===== config.mk =====
export PLATFORM = sky130hd
export DESIGN_NAME = acfz_sequencer
export DESIGN_NICKNAME = d
export VERILOG_FILES = /design/src/design/acfz_pkg.sv /design/src/design/acfz_sequencer.sv
export SDC_FILE = /design/constraint.sdc
export NUM_CORES = 1
export LEC_CHECK = 0
export BUFFER_PORTS_ARGS = -buffer_cell sky130_fd_sc_hd__buf_2
export CORE_ASPECT_RATIO = 1.2
export CORE_MARGIN = 5
export CORE_UTILIZATION = 63
export DETAILED_ROUTE_END_ITERATION = 8
export PLACE_DENSITY = 0.83
export SYNTH_ARGS = -nofsm -noshare
export SYNTH_HDL_FRONTEND = slang
export SYNTH_SLANG_ARGS = --single-unit

===== constraint.sdc =====
create_clock -name pclk -period 21.2 [get_ports pclk]
set_clock_uncertainty 0.2 [all_clocks]
set_input_delay 3.18 -clock pclk [delete_from_list [all_inputs] [get_ports pclk]]
set_output_delay 3.18 -clock pclk [all_outputs]
set_load 0.005 [all_outputs]

===== src/design/acfz_pkg.sv =====
`default_nettype none
package acfz_pkg;
  localparam int CLK_MHZ = 10;
  // time figures in ns
  localparam int WAKE_NS = 2200;
  localparam int ZC_WAIT_NS = 2200;
  localparam int DLH_FIX_NS = 40;
  localparam int ZC_HIGH_NS = 50;
  localparam int BLANK_LO_NS = 130;
  localparam int BLANK_HI_NS = 200;
  localparam int MINON_LO_NS = 65;
  localparam int MINON_HI_NS = 90;
  localparam int CSF_HI_NS = 2000;
  localparam int CSF_LO_NS = 1000;
  localparam int CSF_LO_ALT_NS = 2000;
  function automatic int cyc_up(input int ns);
    int c;
    c = (ns * CLK_MHZ + 999) / 1000;
    return (c < 1) ? 1 : c;
  endfunction
  function automatic int cyc_dn(input int ns);
    int c;
    c = (ns * CLK_MHZ) / 1000;
    return (c < 1) ? 1 : c;
  endfunction
  localparam logic [9:0] WAKE_CYC = 10'(cyc_up(WAKE_NS));
  localparam logic [9:0] ZC_CYC = 10'(cyc_dn(ZC_WAIT_NS));
  localparam logic [9:0] DLH_CYC = 10'(cyc_up(DLH_FIX_NS));
  localparam logic [9:0] ZCH_CYC = 10'(cyc_up(ZC_HIGH_NS));
  localparam logic [9:0] BLANK_LO_CYC = 10'(cyc_up(BLANK_LO_NS));
  localparam logic [9:0] BLANK_HI_CYC = 10'(cyc_up(BLANK_HI_NS));
  localparam logic [9:0] MINON_LO_CYC = 10'(cyc_up(MINON_LO_NS));
  localparam logic [9:0] MINON_HI_CYC = 10'(cyc_up(MINON_HI_NS));
  localparam logic [9:0] CSF_HI_CYC = 10'(cyc_dn(CSF_HI_NS));
  localparam logic [9:0] CSF_LO_CYC = 10'(cyc_dn(CSF_LO_NS));
  localparam logic [9:0] CSF_LO_ALT_CYC = 10'(cyc_dn(CSF_LO_ALT_NS));
  // line feed-forward: knee in uA, extension = tzmin*(knee-i)*7/(5*knee)
  localparam logic [9:0] LINE_KNEE_UA = 10'h29a;
  localparam logic [20:0] EXT_MUL = 21'h000007;
  localparam logic [20:0] EXT_DIV = 21'h000d02;
  // high-side on-time tuning
  localparam logic [7:0] TDM_MIN = 8'h04;
  localparam logic [7:0] TDM_MAX = 8'hf0;
  localparam logic [7:0] TDM_RST = 8'h04;
  localparam logic [3:0] STEP_RST = 4'h8;
  // register offsets
  localparam logic [7:0] ADDR_CTRL = 8'h00;
  localparam logic [7:0] ADDR_PKT = 8'h04;
  localparam logic [7:0] ADDR_TZMIN = 8'h08;
  localparam logic [7:0] ADDR_STS = 8'h0c;
  localparam logic [7:0] ADDR_MASK = 8'h10;
  localparam logic [7:0] ADDR_TDM = 8'h14;
  localparam logic [7:0] ADDR_INFO = 8'h18;
  // reset values and fields
  localparam logic [2:0] CTRL_RST = 3'h0;
  localparam logic [3:0] PKT_RST = 4'h2;
  localparam logic [7:0] TZMIN_RST = 8'h03;
  localparam int CTRL_EN = 0;
  localparam int CTRL_BURST = 1;
  localparam int CTRL_LP = 2;
  localparam int ST_FAULT = 0;
  localparam int ST_PKT = 1;
  localparam int ST_SETL = 2;
  localparam int ST_ZCTO = 3;
  typedef enum logic [3:0] {
    S_IDLE, S_WAKE, S_ZWAIT, S_LON, S_DLH, S_HON, S_DHL, S_NEXT, S_TAIL
  } acfz_state_e;
endpackage
`default_nettype wire


===== src/design/acfz_sequencer.sv =====
`default_nettype none
module acfz_sequencer
  import acfz_pkg::*;
(
  input wire logic pclk,
  input wire logic presetn,
  input wire logic ce,
  input wire logic psel,
  input wire logic penable,
  input wire logic pwrite,
  input wire logic [7:0] paddr,
  input wire logic [31:0] pwdata,
  output logic [31:0] prdata,
  output logic pready,
  output logic pslverr,
  input wire logic power_stage_sel,
  input wire logic aux_zero_crossing,
  input wire logic switch_node_sense,
  input wire logic cs_trip,
  input wire logic demag_time_resistor_low,
  input wire logic [9:0] line_sense_current,
  output logic driver_enable,
  output logic low_side_gate,
  output logic high_side_gate,
  output logic zero_voltage_threshold_high,
  output logic sense_blank,
  output logic irq
);
  import acfz_pkg::*;

  ////////////////////////////////////////////////////////////////////////////
  // pin synchronisers
  logic [4:0] pin_raw;
  logic [4:0] pin_s1_q;
  logic [4:0] pin_s2_q;
  assign pin_raw = {demag_time_resistor_low, cs_trip, switch_node_sense, aux_zero_crossing, power_stage_sel};
  for (genvar i = 0; i < 5; i++) begin : g_sync
    always_ff @(posedge pclk or negedge presetn) begin
      if (!presetn) begin
        pin_s1_q[i] <= 1'b0;
        pin_s2_q[i] <= 1'b0;
      end else if (ce) begin
        pin_s1_q[i] <= pin_raw[i];
        pin_s2_q[i] <= pin_s1_q[i];
      end
    end
  end
  logic zc;
  logic sw_below;
  logic cs_hit;
  logic rdm_low;
  assign zc = pin_s2_q[1];
  assign sw_below = pin_s2_q[2];
  assign cs_hit = pin_s2_q[3];
  assign rdm_low = pin_s2_q[4];

  ////////////////////////////////////////////////////////////////////////////
  // start-up capture of the power-stage select
  logic [1:0] boot_q;
  logic sel_q;
  logic sel_ok_q;
  always_ff @(posedge pclk or negedge presetn) begin
    if (!presetn) begin
      boot_q <= 2'h0;
      sel_q <= 1'b0;
      sel_ok_q <= 1'b0;
    end else if (ce && !sel_ok_q) begin
      boot_q <= boot_q + 2'h1;
      if (boot_q == 2'h3) begin
        sel_q <= pin_s2_q[0];
        sel_ok_q <= 1'b1;
      end
    end
  end

  logic [9:0] blank_cyc;
  logic [9:0] minon_cyc;
  logic [9:0] csf_cyc;
  assign blank_cyc = sel_q ? BLANK_HI_CYC : BLANK_LO_CYC;
  assign minon_cyc = sel_q ? MINON_HI_CYC : MINON_LO_CYC;
  assign csf_cyc = sel_q ? CSF_HI_CYC : (rdm_low ? CSF_LO_CYC : CSF_LO_ALT_CYC);

  ////////////////////////////////////////////////////////////////////////////
  // registers
  logic [2:0] ctrl_q;
  logic [3:0] pkt_q;
  logic [7:0] tzmin_q;
  logic [3:0] sts_q;
  logic [3:0] sts_d;
  logic [3:0] mask_q;
  logic [3:0] ev;
  logic setl_q;
  logic [7:0] tdm_q;
  logic [3:0] step_q;
  logic [9:0] tz;
  logic wr_en;
  logic setup;
  assign setup = psel && !penable;
  assign wr_en = psel && penable && pwrite && pready;

  always_ff @(posedge pclk or negedge presetn) begin
    if (!presetn) begin
      ctrl_q <= CTRL_RST;
      pkt_q <= PKT_RST;
      tzmin_q <= TZMIN_RST;
      mask_q <= 4'h0;
    end else if (ce && wr_en) begin
      if (paddr == ADDR_CTRL) ctrl_q <= pwdata[2:0];
      if (paddr == ADDR_PKT) pkt_q <= pwdata[3:0];
      if (paddr == ADDR_TZMIN) tzmin_q <= pwdata[7:0];
      if (paddr == ADDR_MASK) mask_q <= pwdata[3:0];
    end
  end

  // sticky status, set beats write-one-clear
  always_comb begin
    sts_d = sts_q;
    if (wr_en && paddr == ADDR_STS) sts_d = sts_d & ~pwdata[3:0];
    sts_d = sts_d | ev;
  end

  always_ff @(posedge pclk or negedge presetn) begin
    if (!presetn) begin
      sts_q <= 4'h0;
      irq <= 1'b0;
    end else if (ce) begin
      sts_q <= sts_d;
      irq <= |(sts_q & mask_q);
    end
  end

  logic [31:0] rd_d;
  logic bad_d;
  always_comb begin
    rd_d = 32'h0;
    bad_d = 1'b0;
    unique case (paddr)
      ADDR_CTRL: rd_d = {29'h0, ctrl_q};
      ADDR_PKT: rd_d = {28'h0, pkt_q};
      ADDR_TZMIN: rd_d = {24'h0, tzmin_q};
      ADDR_STS: rd_d = {28'h0, sts_q};
      ADDR_MASK: rd_d = {28'h0, mask_q};
      ADDR_TDM: rd_d = {20'h0, step_q, tdm_q};
      ADDR_INFO: rd_d = {20'h0, tz, sel_ok_q, sel_q};
      default: bad_d = 1'b1;
    endcase
  end

  // apb answer: ready in first access cycle
  always_ff @(posedge pclk or negedge presetn) begin
    if (!presetn) begin
      pready <= 1'b0;
      prdata <= 32'h0;
      pslverr <= 1'b0;
    end else if (ce) begin
      pready <= setup;
      pslverr <= setup && bad_d;
      if (setup) prdata <= pwrite ? 32'h0 : rd_d;
    end
  end

  ////////////////////////////////////////////////////////////////////////////
  // line feed-forward and dead-time
  logic [9:0] line_q;
  logic [9:0] line_gap;
  logic [20:0] ext_prod;
  always_ff @(posedge pclk or negedge presetn) begin
    if (!presetn) line_q <= LINE_KNEE_UA;
    else if (ce && low_side_gate) line_q <= line_sense_current;
  end
  assign line_gap = (line_q < LINE_KNEE_UA) ? LINE_KNEE_UA - line_q : 10'h0;
  assign ext_prod = 21'(tzmin_q) * 21'(line_gap) * EXT_MUL;
  assign tz = 10'(tzmin_q) + 10'(ext_prod / EXT_DIV);

  ////////////////////////////////////////////////////////////////////////////
  // sequencer
  acfz_state_e state_q;
  acfz_state_e state_d;
  logic [9:0] cnt_q;
  logic [9:0] cnt_d;
  logic cnt_rst;
  logic [3:0] pulses_q;
  logic zseen_q;
  logic below_q;
  logic tune;
  logic go;
  logic lp;
  logic last;
  assign lp = ctrl_q[CTRL_LP];
  assign go = ctrl_q[CTRL_EN] && sel_ok_q && !sts_q[ST_FAULT];
  assign last = ctrl_q[CTRL_BURST] ? (pulses_q + 4'h1 == pkt_q) : !ctrl_q[CTRL_EN];

  always_comb begin
    state_d = state_q;
    cnt_rst = 1'b0;
    tune = 1'b0;
    ev[ST_FAULT] = 1'b0;
    ev[ST_SETL] = setl_q;
    ev[ST_PKT] = 1'b0;
    ev[ST_ZCTO] = 1'b0;
    unique case (state_q)
      S_IDLE: begin
        if (go && (!ctrl_q[CTRL_BURST] || cnt_q >= WAKE_CYC - 10'h1)) state_d = S_WAKE;
      end
      S_WAKE: begin
        if (cnt_q == WAKE_CYC - 10'h1) state_d = S_ZWAIT;
      end
      S_ZWAIT: begin
        if (zc) begin
          state_d = S_LON;
        end else if (cnt_q == ZC_CYC - 10'h1) begin
          state_d = S_LON;
          ev[ST_ZCTO] = 1'b1;
        end
      end
      S_LON: begin
        if (cnt_q == csf_cyc - 10'h1) begin
          state_d = S_IDLE;
          ev[ST_FAULT] = 1'b1;
        end else if (cs_hit && cnt_q >= blank_cyc && (!lp || cnt_q >= minon_cyc - 10'h1)) begin
          state_d = S_DLH;
        end
      end
      S_DLH: begin
        if (lp) begin
          state_d = S_NEXT;
        end else if (!sel_q) begin
          if (cnt_q == DLH_CYC - 10'h1) state_d = S_HON;
        end else if (!zseen_q) begin
          if (zc || cnt_q == ZC_CYC - 10'h1) cnt_rst = 1'b1;
        end else if (cnt_q == ZCH_CYC - 10'h1) begin
          state_d = S_HON;
        end
      end
      S_HON: begin
        if (cnt_q == 10'(tdm_q) - 10'h1) state_d = S_DHL;
      end
      S_DHL: begin
        if (cnt_q == tz - 10'h1) begin
          tune = 1'b1;
          if (last) state_d = S_TAIL;
          else if (lp) state_d = S_ZWAIT;
          else state_d = S_LON;
        end
      end
      S_NEXT: begin
        if (last) state_d = S_TAIL;
        else if (lp) state_d = S_ZWAIT;
        else state_d = S_LON;
      end
      S_TAIL: begin
        if (zc || cnt_q == ZC_CYC - 10'h1) begin
          state_d = S_IDLE;
          ev[ST_PKT] = 1'b1;
        end
      end
    endcase
  end

  assign cnt_d = (state_d != state_q || cnt_rst) ? 10'h0 : (cnt_q == 10'h3ff ? cnt_q : cnt_q + 10'h1);

  always_ff @(posedge pclk or negedge presetn) begin
    if (!presetn) begin
      state_q <= S_IDLE;
      cnt_q <= 10'h0;
      pulses_q <= 4'h0;
      zseen_q <= 1'b0;
      below_q <= 1'b0;
    end else if (ce) begin
      state_q <= state_d;
      cnt_q <= cnt_d;
      if (state_q == S_IDLE) pulses_q <= 4'h0;
      else if (state_q == S_NEXT || tune) pulses_q <= pulses_q + 4'h1;
      zseen_q <= (state_q == S_DLH) && (zseen_q || cnt_rst);
      // watch for switch node below threshold
      below_q <= (state_q == S_DHL) && (below_q || sw_below);
    end
  end

  // gate outputs from flops
  always_ff @(posedge pclk or negedge presetn) begin
    if (!presetn) begin
      driver_enable <= 1'b0;
      low_side_gate <= 1'b0;
      high_side_gate <= 1'b0;
      sense_blank <= 1'b0;
      zero_voltage_threshold_high <= 1'b0;
    end else if (ce) begin
      driver_enable <= state_d != S_IDLE;
      low_side_gate <= state_d == S_LON;
      high_side_gate <= state_d == S_HON;
      sense_blank <= (state_d == S_LON) && (cnt_d < blank_cyc);
      zero_voltage_threshold_high <= sel_q;
    end
  end

  ////////////////////////////////////////////////////////////////////////////
  // high-side on-time tuning
  logic dir_up;
  logic have_dir_q;
  logic last_up_q;
  logic [8:0] tdm_up;
  logic [8:0] tdm_dn;
  assign dir_up = !(below_q || sw_below);
  assign tdm_up = 9'(tdm_q) + 9'(step_q);
  assign tdm_dn = 9'(tdm_q) - 9'(step_q);

  always_ff @(posedge pclk or negedge presetn) begin
    if (!presetn) begin
      tdm_q <= TDM_RST;
      step_q <= STEP_RST;
      have_dir_q <= 1'b0;
      last_up_q <= 1'b0;
      setl_q <= 1'b0;
    end else if (ce) begin
      setl_q <= 1'b0;
      if (tune) begin
        have_dir_q <= 1'b1;
        last_up_q <= dir_up;
        // halve step on reversal, then dither
        if (have_dir_q && dir_up != last_up_q) begin
          if (step_q != 4'h1) step_q <= step_q >> 1;
          else setl_q <= 1'b1;
        end
        if (dir_up) tdm_q <= (tdm_up > 9'(TDM_MAX)) ? TDM_MAX : tdm_up[7:0];
        else tdm_q <= (tdm_dn[8] || tdm_dn < 9'(TDM_MIN)) ? TDM_MIN : tdm_dn[7:0];
      end
    end
  end

  logic [9:0] run_age_q;
  logic [9:0] on_age_q;
  logic started_q;
  always_ff @(posedge pclk or negedge presetn) begin
    if (!presetn) begin
      run_age_q <= 10'h0;
      on_age_q <= 10'h0;
      started_q <= 1'b0;
    end else if (ce) begin
      run_age_q <= !driver_enable ? 10'h0 : (run_age_q == 10'h3ff ? run_age_q : run_age_q + 10'h1);
      on_age_q <= low_side_gate ? on_age_q + 10'h1 : 10'h0;
      started_q <= driver_enable && (started_q || low_side_gate);
    end
  end
endmodule // acfz_sequencer
`default_nettype wire


* After elaboration in Yosys (flattened, before gate mapping) *
Cells that the tools add are included.

operators by class
  mux-type cells = 47
  $mul = 2
  divide/modulo/power cells = 1
  equal/unequal tests = 26
  bitwise logic cells = 4
  magnitude comparators = 7
  reduce and logical (&&, ||, !) cells = 49
  $add $sub $neg = 10

operators with widths
  kind                      number
  $pmux W12 S7              1
  $mux W4                   17
  $pmux W4 S9               1
  $mux W32                  1
  $eq A10 B10 Y1            3
  $mux W10                  3
  $eq A8 B5 Y1 const B      3
  $mux W8                   3
  $div A21 B12 Y21 const B  1
  $mul A18 B3 Y21 const B   1
  $eq A4 B3 Y1 const B      5
  $mux W1                   19
  $logic_and A1 B1 Y1       18
  $mul A8 B10 Y18           1
  $eq A8 B4 Y1 const B      2
  $reduce_and A2 Y1         8
  $eq A4 B2 Y1 const B      3
  $add A10 B1 Y10 const B   1
  $add A8 B10 Y10           1
  $eq A10 B10 Y1 const B    1
  $eq A10 B5 Y1 const B     1
  $ge A10 B1 Y1 const B     1
  $ge A10 B2 Y1 const B     1
  $ge A10 B5 Y1 const B     1
  34 further kinds          49

word-level totals
  logic and storage cells = 184
  input bits = 61
  output and inout port bits = 40
  bits in registers = 122

* Logic depth before layout (Yosys ltp) *
  depth in word-level cells = 15
  depth in mapped cells = 95
  mapped depth without buffers = 90

* Worst setup path before layout *
Ideal clock, no wire load.

  path type = register to register
  start point = register line_q[1]
  end point = register cnt_q[1]
  required time = 20878 ps
  slack = 2195 ps
  clock period less this slack = 19005 ps
  cell stages (with the launch flop) = 88
  arrival = 18684 ps
  path buffers = 3
  library setup time = 122 ps
  cells stage by stage = dfstp_2 > ha_1 > o211ai_1 > a21boi_0 > a311oi_1 > nor2b_1 > clkbuf_1 > nor2_1 > and2_1 > fa_1 > inv_1 > fa_1 > fa_1 > fa_1 > inv_1 > ha_1 > inv_1 > nor2_1 > (+52 left out) > a21oi_1 > xnor2_1 > or4_1 > nor3_1 > xnor2_1 > nand2_1 > nor3_1 > a21oi_1 > nor3_1 > nor2_1 > a2111o_1 > inv_1 > a221oi_1 > o211ai_1 > inv_1 > nand2_1 > inv_1 > a32o_1

on the way
  word-level cells in the longest chain between the ends = 13
  elaborated cells on any way between the ends = 14
  those cells by class = add/sub: 3; mul: 2; div: 1; order compare: 1; eq/ne: 2; mux: 4; reduce/logical: 1

RTL lines
  item                                                       RTL line               source
  from (decl)                                                acfz_sequencer.sv:164  logic [9:0] line_q;
  from (signal assigned)                                     acfz_sequencer.sv:169  else if (ce && low_side_gate) line_q <= line_sense_current;
  $sub A10 B10 Y10 / $lt A10 B10 Y1 (equally long branches)  acfz_sequencer.sv:171  assign line_gap = (line_q < LINE_KNEE_UA) ? LINE_KNEE_UA - line_q : 10'h0;
  $mux W10 (*)                                               acfz_sequencer.sv:171
  $mul A8 B10 Y18 (*)                                        acfz_sequencer.sv:172  assign ext_prod = 21'(tzmin_q) * 21'(line_gap) * EXT_MUL;
  $mul A18 B3 Y21 (*)                                        acfz_sequencer.sv:172
  $div A21 B12 Y21 (*)                                       acfz_sequencer.sv:173  assign tz = 10'(tzmin_q) + 10'(ext_prod / EXT_DIV);
  $add A8 B10 Y10 (*)                                        acfz_sequencer.sv:173
  $sub A10 B1 Y10 (*)                                        acfz_sequencer.sv:239  if (cnt_q == tz - 10'h1) begin
  $eq A10 B10 Y1 (*)                                         acfz_sequencer.sv:239
  $mux W4 (*)                                                acfz_sequencer.sv:239
  $pmux W4 S9 (*)                                            acfz_sequencer.sv:201  unique case (state_q)
  $ne A4 B4 Y1 (*)                                           acfz_sequencer.sv:260  assign cnt_d = (state_d != state_q || cnt_rst) ? 10'h0 : (cnt_q == 10'h3ff ? cnt_q : cnt_q + 10'h1);
  $logic_or A1 B1 Y1 (*)                                     acfz_sequencer.sv:260
  $mux W10 (*)                                               acfz_sequencer.sv:260
  to (signal assigned)                                       acfz_sequencer.sv:271  cnt_q <= cnt_d;
  to (decl)                                                  acfz_sequencer.sv:179  logic [9:0] cnt_q;

Mark *: on every way between the ends. The rest lies on a longest branch, timed or not.
A chain may end at the register's enable or synchronous reset.

* Worst setup path in the final report *
  start point = register line_q[1]
  end point = register sense_blank

on the way
  word-level cells in the longest chain between the ends = 15
  elaborated cells on any way between the ends = 17
  those cells by class = add/sub: 3; mul: 2; div: 1; order compare: 2; eq/ne: 3; mux: 4; reduce/logical: 2

RTL lines
  item                                                       RTL line               source
  $sub A10 B10 Y10 / $lt A10 B10 Y1 (equally long branches)  acfz_sequencer.sv:171
  $mux W10 (*)                                               acfz_sequencer.sv:171
  $mul A8 B10 Y18 (*)                                        acfz_sequencer.sv:172
  $mul A18 B3 Y21 (*)                                        acfz_sequencer.sv:172
  $div A21 B12 Y21 (*)                                       acfz_sequencer.sv:173
  $add A8 B10 Y10 (*)                                        acfz_sequencer.sv:173
  $sub A10 B1 Y10 (*)                                        acfz_sequencer.sv:239
  $eq A10 B10 Y1 (*)                                         acfz_sequencer.sv:239
  $mux W4 (*)                                                acfz_sequencer.sv:239
  $pmux W4 S9 (*)                                            acfz_sequencer.sv:201
  $ne A4 B4 Y1                                               acfz_sequencer.sv:260
  $logic_or A1 B1 Y1                                         acfz_sequencer.sv:260
  $mux W10                                                   acfz_sequencer.sv:260
  $lt A10 B2 Y1                                              acfz_sequencer.sv:292  sense_blank <= (state_d == S_LON) && (cnt_d < blank_cyc);
  $logic_and A1 B1 Y1 (*)                                    acfz_sequencer.sv:292
  to (signal assigned)                                       acfz_sequencer.sv:292
  to (decl)                                                  acfz_sequencer.sv:26   output logic sense_blank,

Marked as above.

==> results.cfg <==
[run_status]
status = finished, final reports clean

[drt]
wl_per_cell_microns = 18.1
drc = 0
route.vias.total = 13450
antenna_left = 0
drt-total-wl_microns = 37700
via_per_inst = 6.46
drt-pass1-iter-count = 5
drt_iter0_markers = 1042

[critical_path]
crit_type = reg2reg
cp_max_fo = 13
crit_path_start_kind = flip-flop
critPathCaptureType = flip-flop
critPathMostFrequentCell = inv_1
cp_slowest_stage_delay_ns = 0.59
crit_slowest_cell = o211ai_1
arrival_ns = 20.28
cp_data_required_time_ns = 21.21

[logic_synthesis]
netlist_area_sq_mm = 0.0142
synthTopCellsByArea = dfrtp_1, fa_1, ha_1, xnor2_1, inv_1
synthArstFlopShare = 1.00
yosysTopAreaCell = dfrtp_1
synth_cell_types = 116
yosysWarnings = 0
syn_avg_cell_area_sq_um = 8.11
synth_top_cell_area_share = 0.162
synth-edff-count = 0
ys.flop_type = dfrtp_1
synthCells = 1754
ys_seq_area_frac = 0.180
ys_seq_elements = 102

[power_and_ir_drop]
powerDensity_mw_per_mm2 = 53.3
leakage_uw = 0.00708
peakVddDrop_mv = 0.0751

[timing]
setup_viol = 0
slew_headroom = 0.329
whs_ns = 0.277
period_needed_ns = 20.27
hold_violations = 0
maxSlewViolCount = 0
worst_slew_pin_slew_ns = 1.00
timing.fmax_mhz = 49.3
fin_crit_sh = 0.956

[clock_network]
path_clk_slew_ns = 0.07
insertion_delay_ns = 0.35
clk_path_buf_depth = 2
h-tree-depth = 3
cts_tree = built
cts_buffers = 9
clockRootBuffer = clkbuf_16
cts.sinks = 102
postCtsHoldBufs = 0

[floorplan]
dieArea_sq_mm = 0.0257
ioPinCount = 101
start_util = 0.636
die_w_microns = 147
core_area_sq_mm = 0.0224
die_y_microns = 175
fp-row-count = 60

[grt]
grt_overflow = 0
grt_pass1_vias = 13069
grt_use_total = 0.277
antenna_found_initial = 0
grt_max_degree = 67
grt_pass1_wl_microns = 60900

[finish]
final_cells = 2081
fin_nets = 2014
area_delta_synth_final_pct = 8.63
antenna-diode-count = 0
drive_gt1_frac = 0.158
final_cell_mix = inv_1, nand2_1, nor2_1
final_area_sq_mm = 0.0155
multi_input_area_sq_mm = 0.0111
ff_latch_area_sq_mm = 0.00256
layout_commonest_cell = inv_1
finalCoreUtilization = 0.691
fill_cells = 1749

[place]
hpwl_microns = 29000
portBuffers = 56
place_area_sq_mm = 0.0148
gp_congestion = 0.955
placed_cells = 2058

[worst_hold_path]
hold_class = reg2reg

[job]
drv_cap = 0
[cell usage after synthesis (11+ instances only)]
cell type	count
inv_1	153
nand2_1	150
nor2_1	131
a21oi_1	114
dfrtp_1	92
ha_1	91
o21ai_0	91
xnor2_1	85
and2_1	69
fa_1	65
clkbuf_1	52
nand3_1	51
mux2_2	46
nor3_1	38
xor2_1	27
a21o_1	23
buf_4	20
a31oi_1	18
nor4_1	17
o21bai_1	16
o22ai_1	16
and3_1	15
mux2i_1	15
o21a_1	15
nand2b_1	14
nor2b_1	14
o211ai_1	14
o31ai_1	14
or2_2	13
o21ai_1	12
a22oi_1	11
nand4_1	11
or4_1	11
[final timing paths]
kind / start / end / slack, ns / depth (start not counted)
setup / recovery: line_q[1] / sense_blank / 0.93 / 86
hold reg to reg: prdata[1] / prdata[1] / 0.28 / 2
min in group asynchronous: presetn / tdm_q[3] / 2.61 / 1
hold / removal: prdata[1] / prdata[1] / 0.28 / 2
setup reg to reg: line_q[1] / sense_blank / 0.93 / 86
max in group asynchronous: presetn / line_q[5] / 16.97 / 2
[critical path: cells and delay by family, from the launching register on]
family	cells	cell delay, ns
buffers and inverters	14	1.78
muxes	1	0.42
and+or+nand+nor	21	4.38
xor gates and xnor gates	2	0.39
DFF	1	0.57
adders and majority gates	10	3.87
AOI/OAI and AO/OA	38	8.48
[repair_timing]
item | 4_1_cts | 5_1_grt
setup endpoints to repair | 0 | 37
resized for setup | 0 | 73
buffers inserted | 0 | 6
endpoints found under the hold margin | 0 | 0
[cell families (layout without fill, tap and decap cells)]
logic type | count (synthesis) | in the layout | share of synthesized area
muxes | 62 | 62 | 0.0479
xor gates and xnor gates | 114 | 114 | 0.0712
other | 1 | 20 | 0.000264
buffers and inverters | 237 | 266 | 0.0698
adders and majority gates | 160 | 160 | 0.174
DFF | 102 | 102 | 0.180
and+or+nand+nor | 590 | 590 | 0.213
AOI/OAI and AO/OA | 488 | 488 | 0.243
[per-stage QoR]
step | TNS, ns | total power, uW | setup WS (ns)
after floorplan | 0 | 507 | 2.19
after global placement | 0 | 609 | 0.686
after detailed placement | 0 | 623 | 0.116
after CTS | 0 | 790 | 0.0405
after global routing | -1.45 | 874 | -0.221
final | 0 | 825 | 0.930
[state kept, by name, summed over array words and instances (netlist names), 2 cells and up]
| register | flops |
|---|---|
| pkt_q | 4 |
| pulses_q | 4 |
| tzmin_q | 8 |
| line_q | 10 |
| prdata | 12 |
| boot_q | 2 |
| tdm_q | 8 |
| ctrl_q | 3 |
| cnt_q | 10 |
| pin_s1_q | 5 |
| mask_q | 4 |
| state_q | 4 |
| step_q | 4 |
| sts_q | 4 |
[per-layer routing]
metal	share of wire	wire, microns	up-vias	GRT usage
li1	-	-	6326	-
met1	0.39	14700	6464	0.321
met2	0.52	19600	527	0.518
met3	0.048	1790	133	0.0220
met4	0.044	1670	0	0.122
met5	0	0	-	0
[report_power, final]
| part | internal, uW | switching (uW) |
|---|---|---|
| clock | 88.7 | 77.2 |
| combinational | 151 | 228 |
| sequential | 227 | 51.6 |
| total | 467 | 357 |
[cell type report]
| type | count | area share |
|---|---|---|
| sequential | 102 | 0.166 |
| clock inverter | 5 | 0.00316 |
| multi-input combinational | 1434 | 0.717 |
| tap | 279 | 0.0226 |
| inverter | 155 | 0.0376 |
| clock buffer | 11 | 0.0163 |
| timing repair buffer | 95 | 0.0373 |
(Power assumes the default switching activity.)
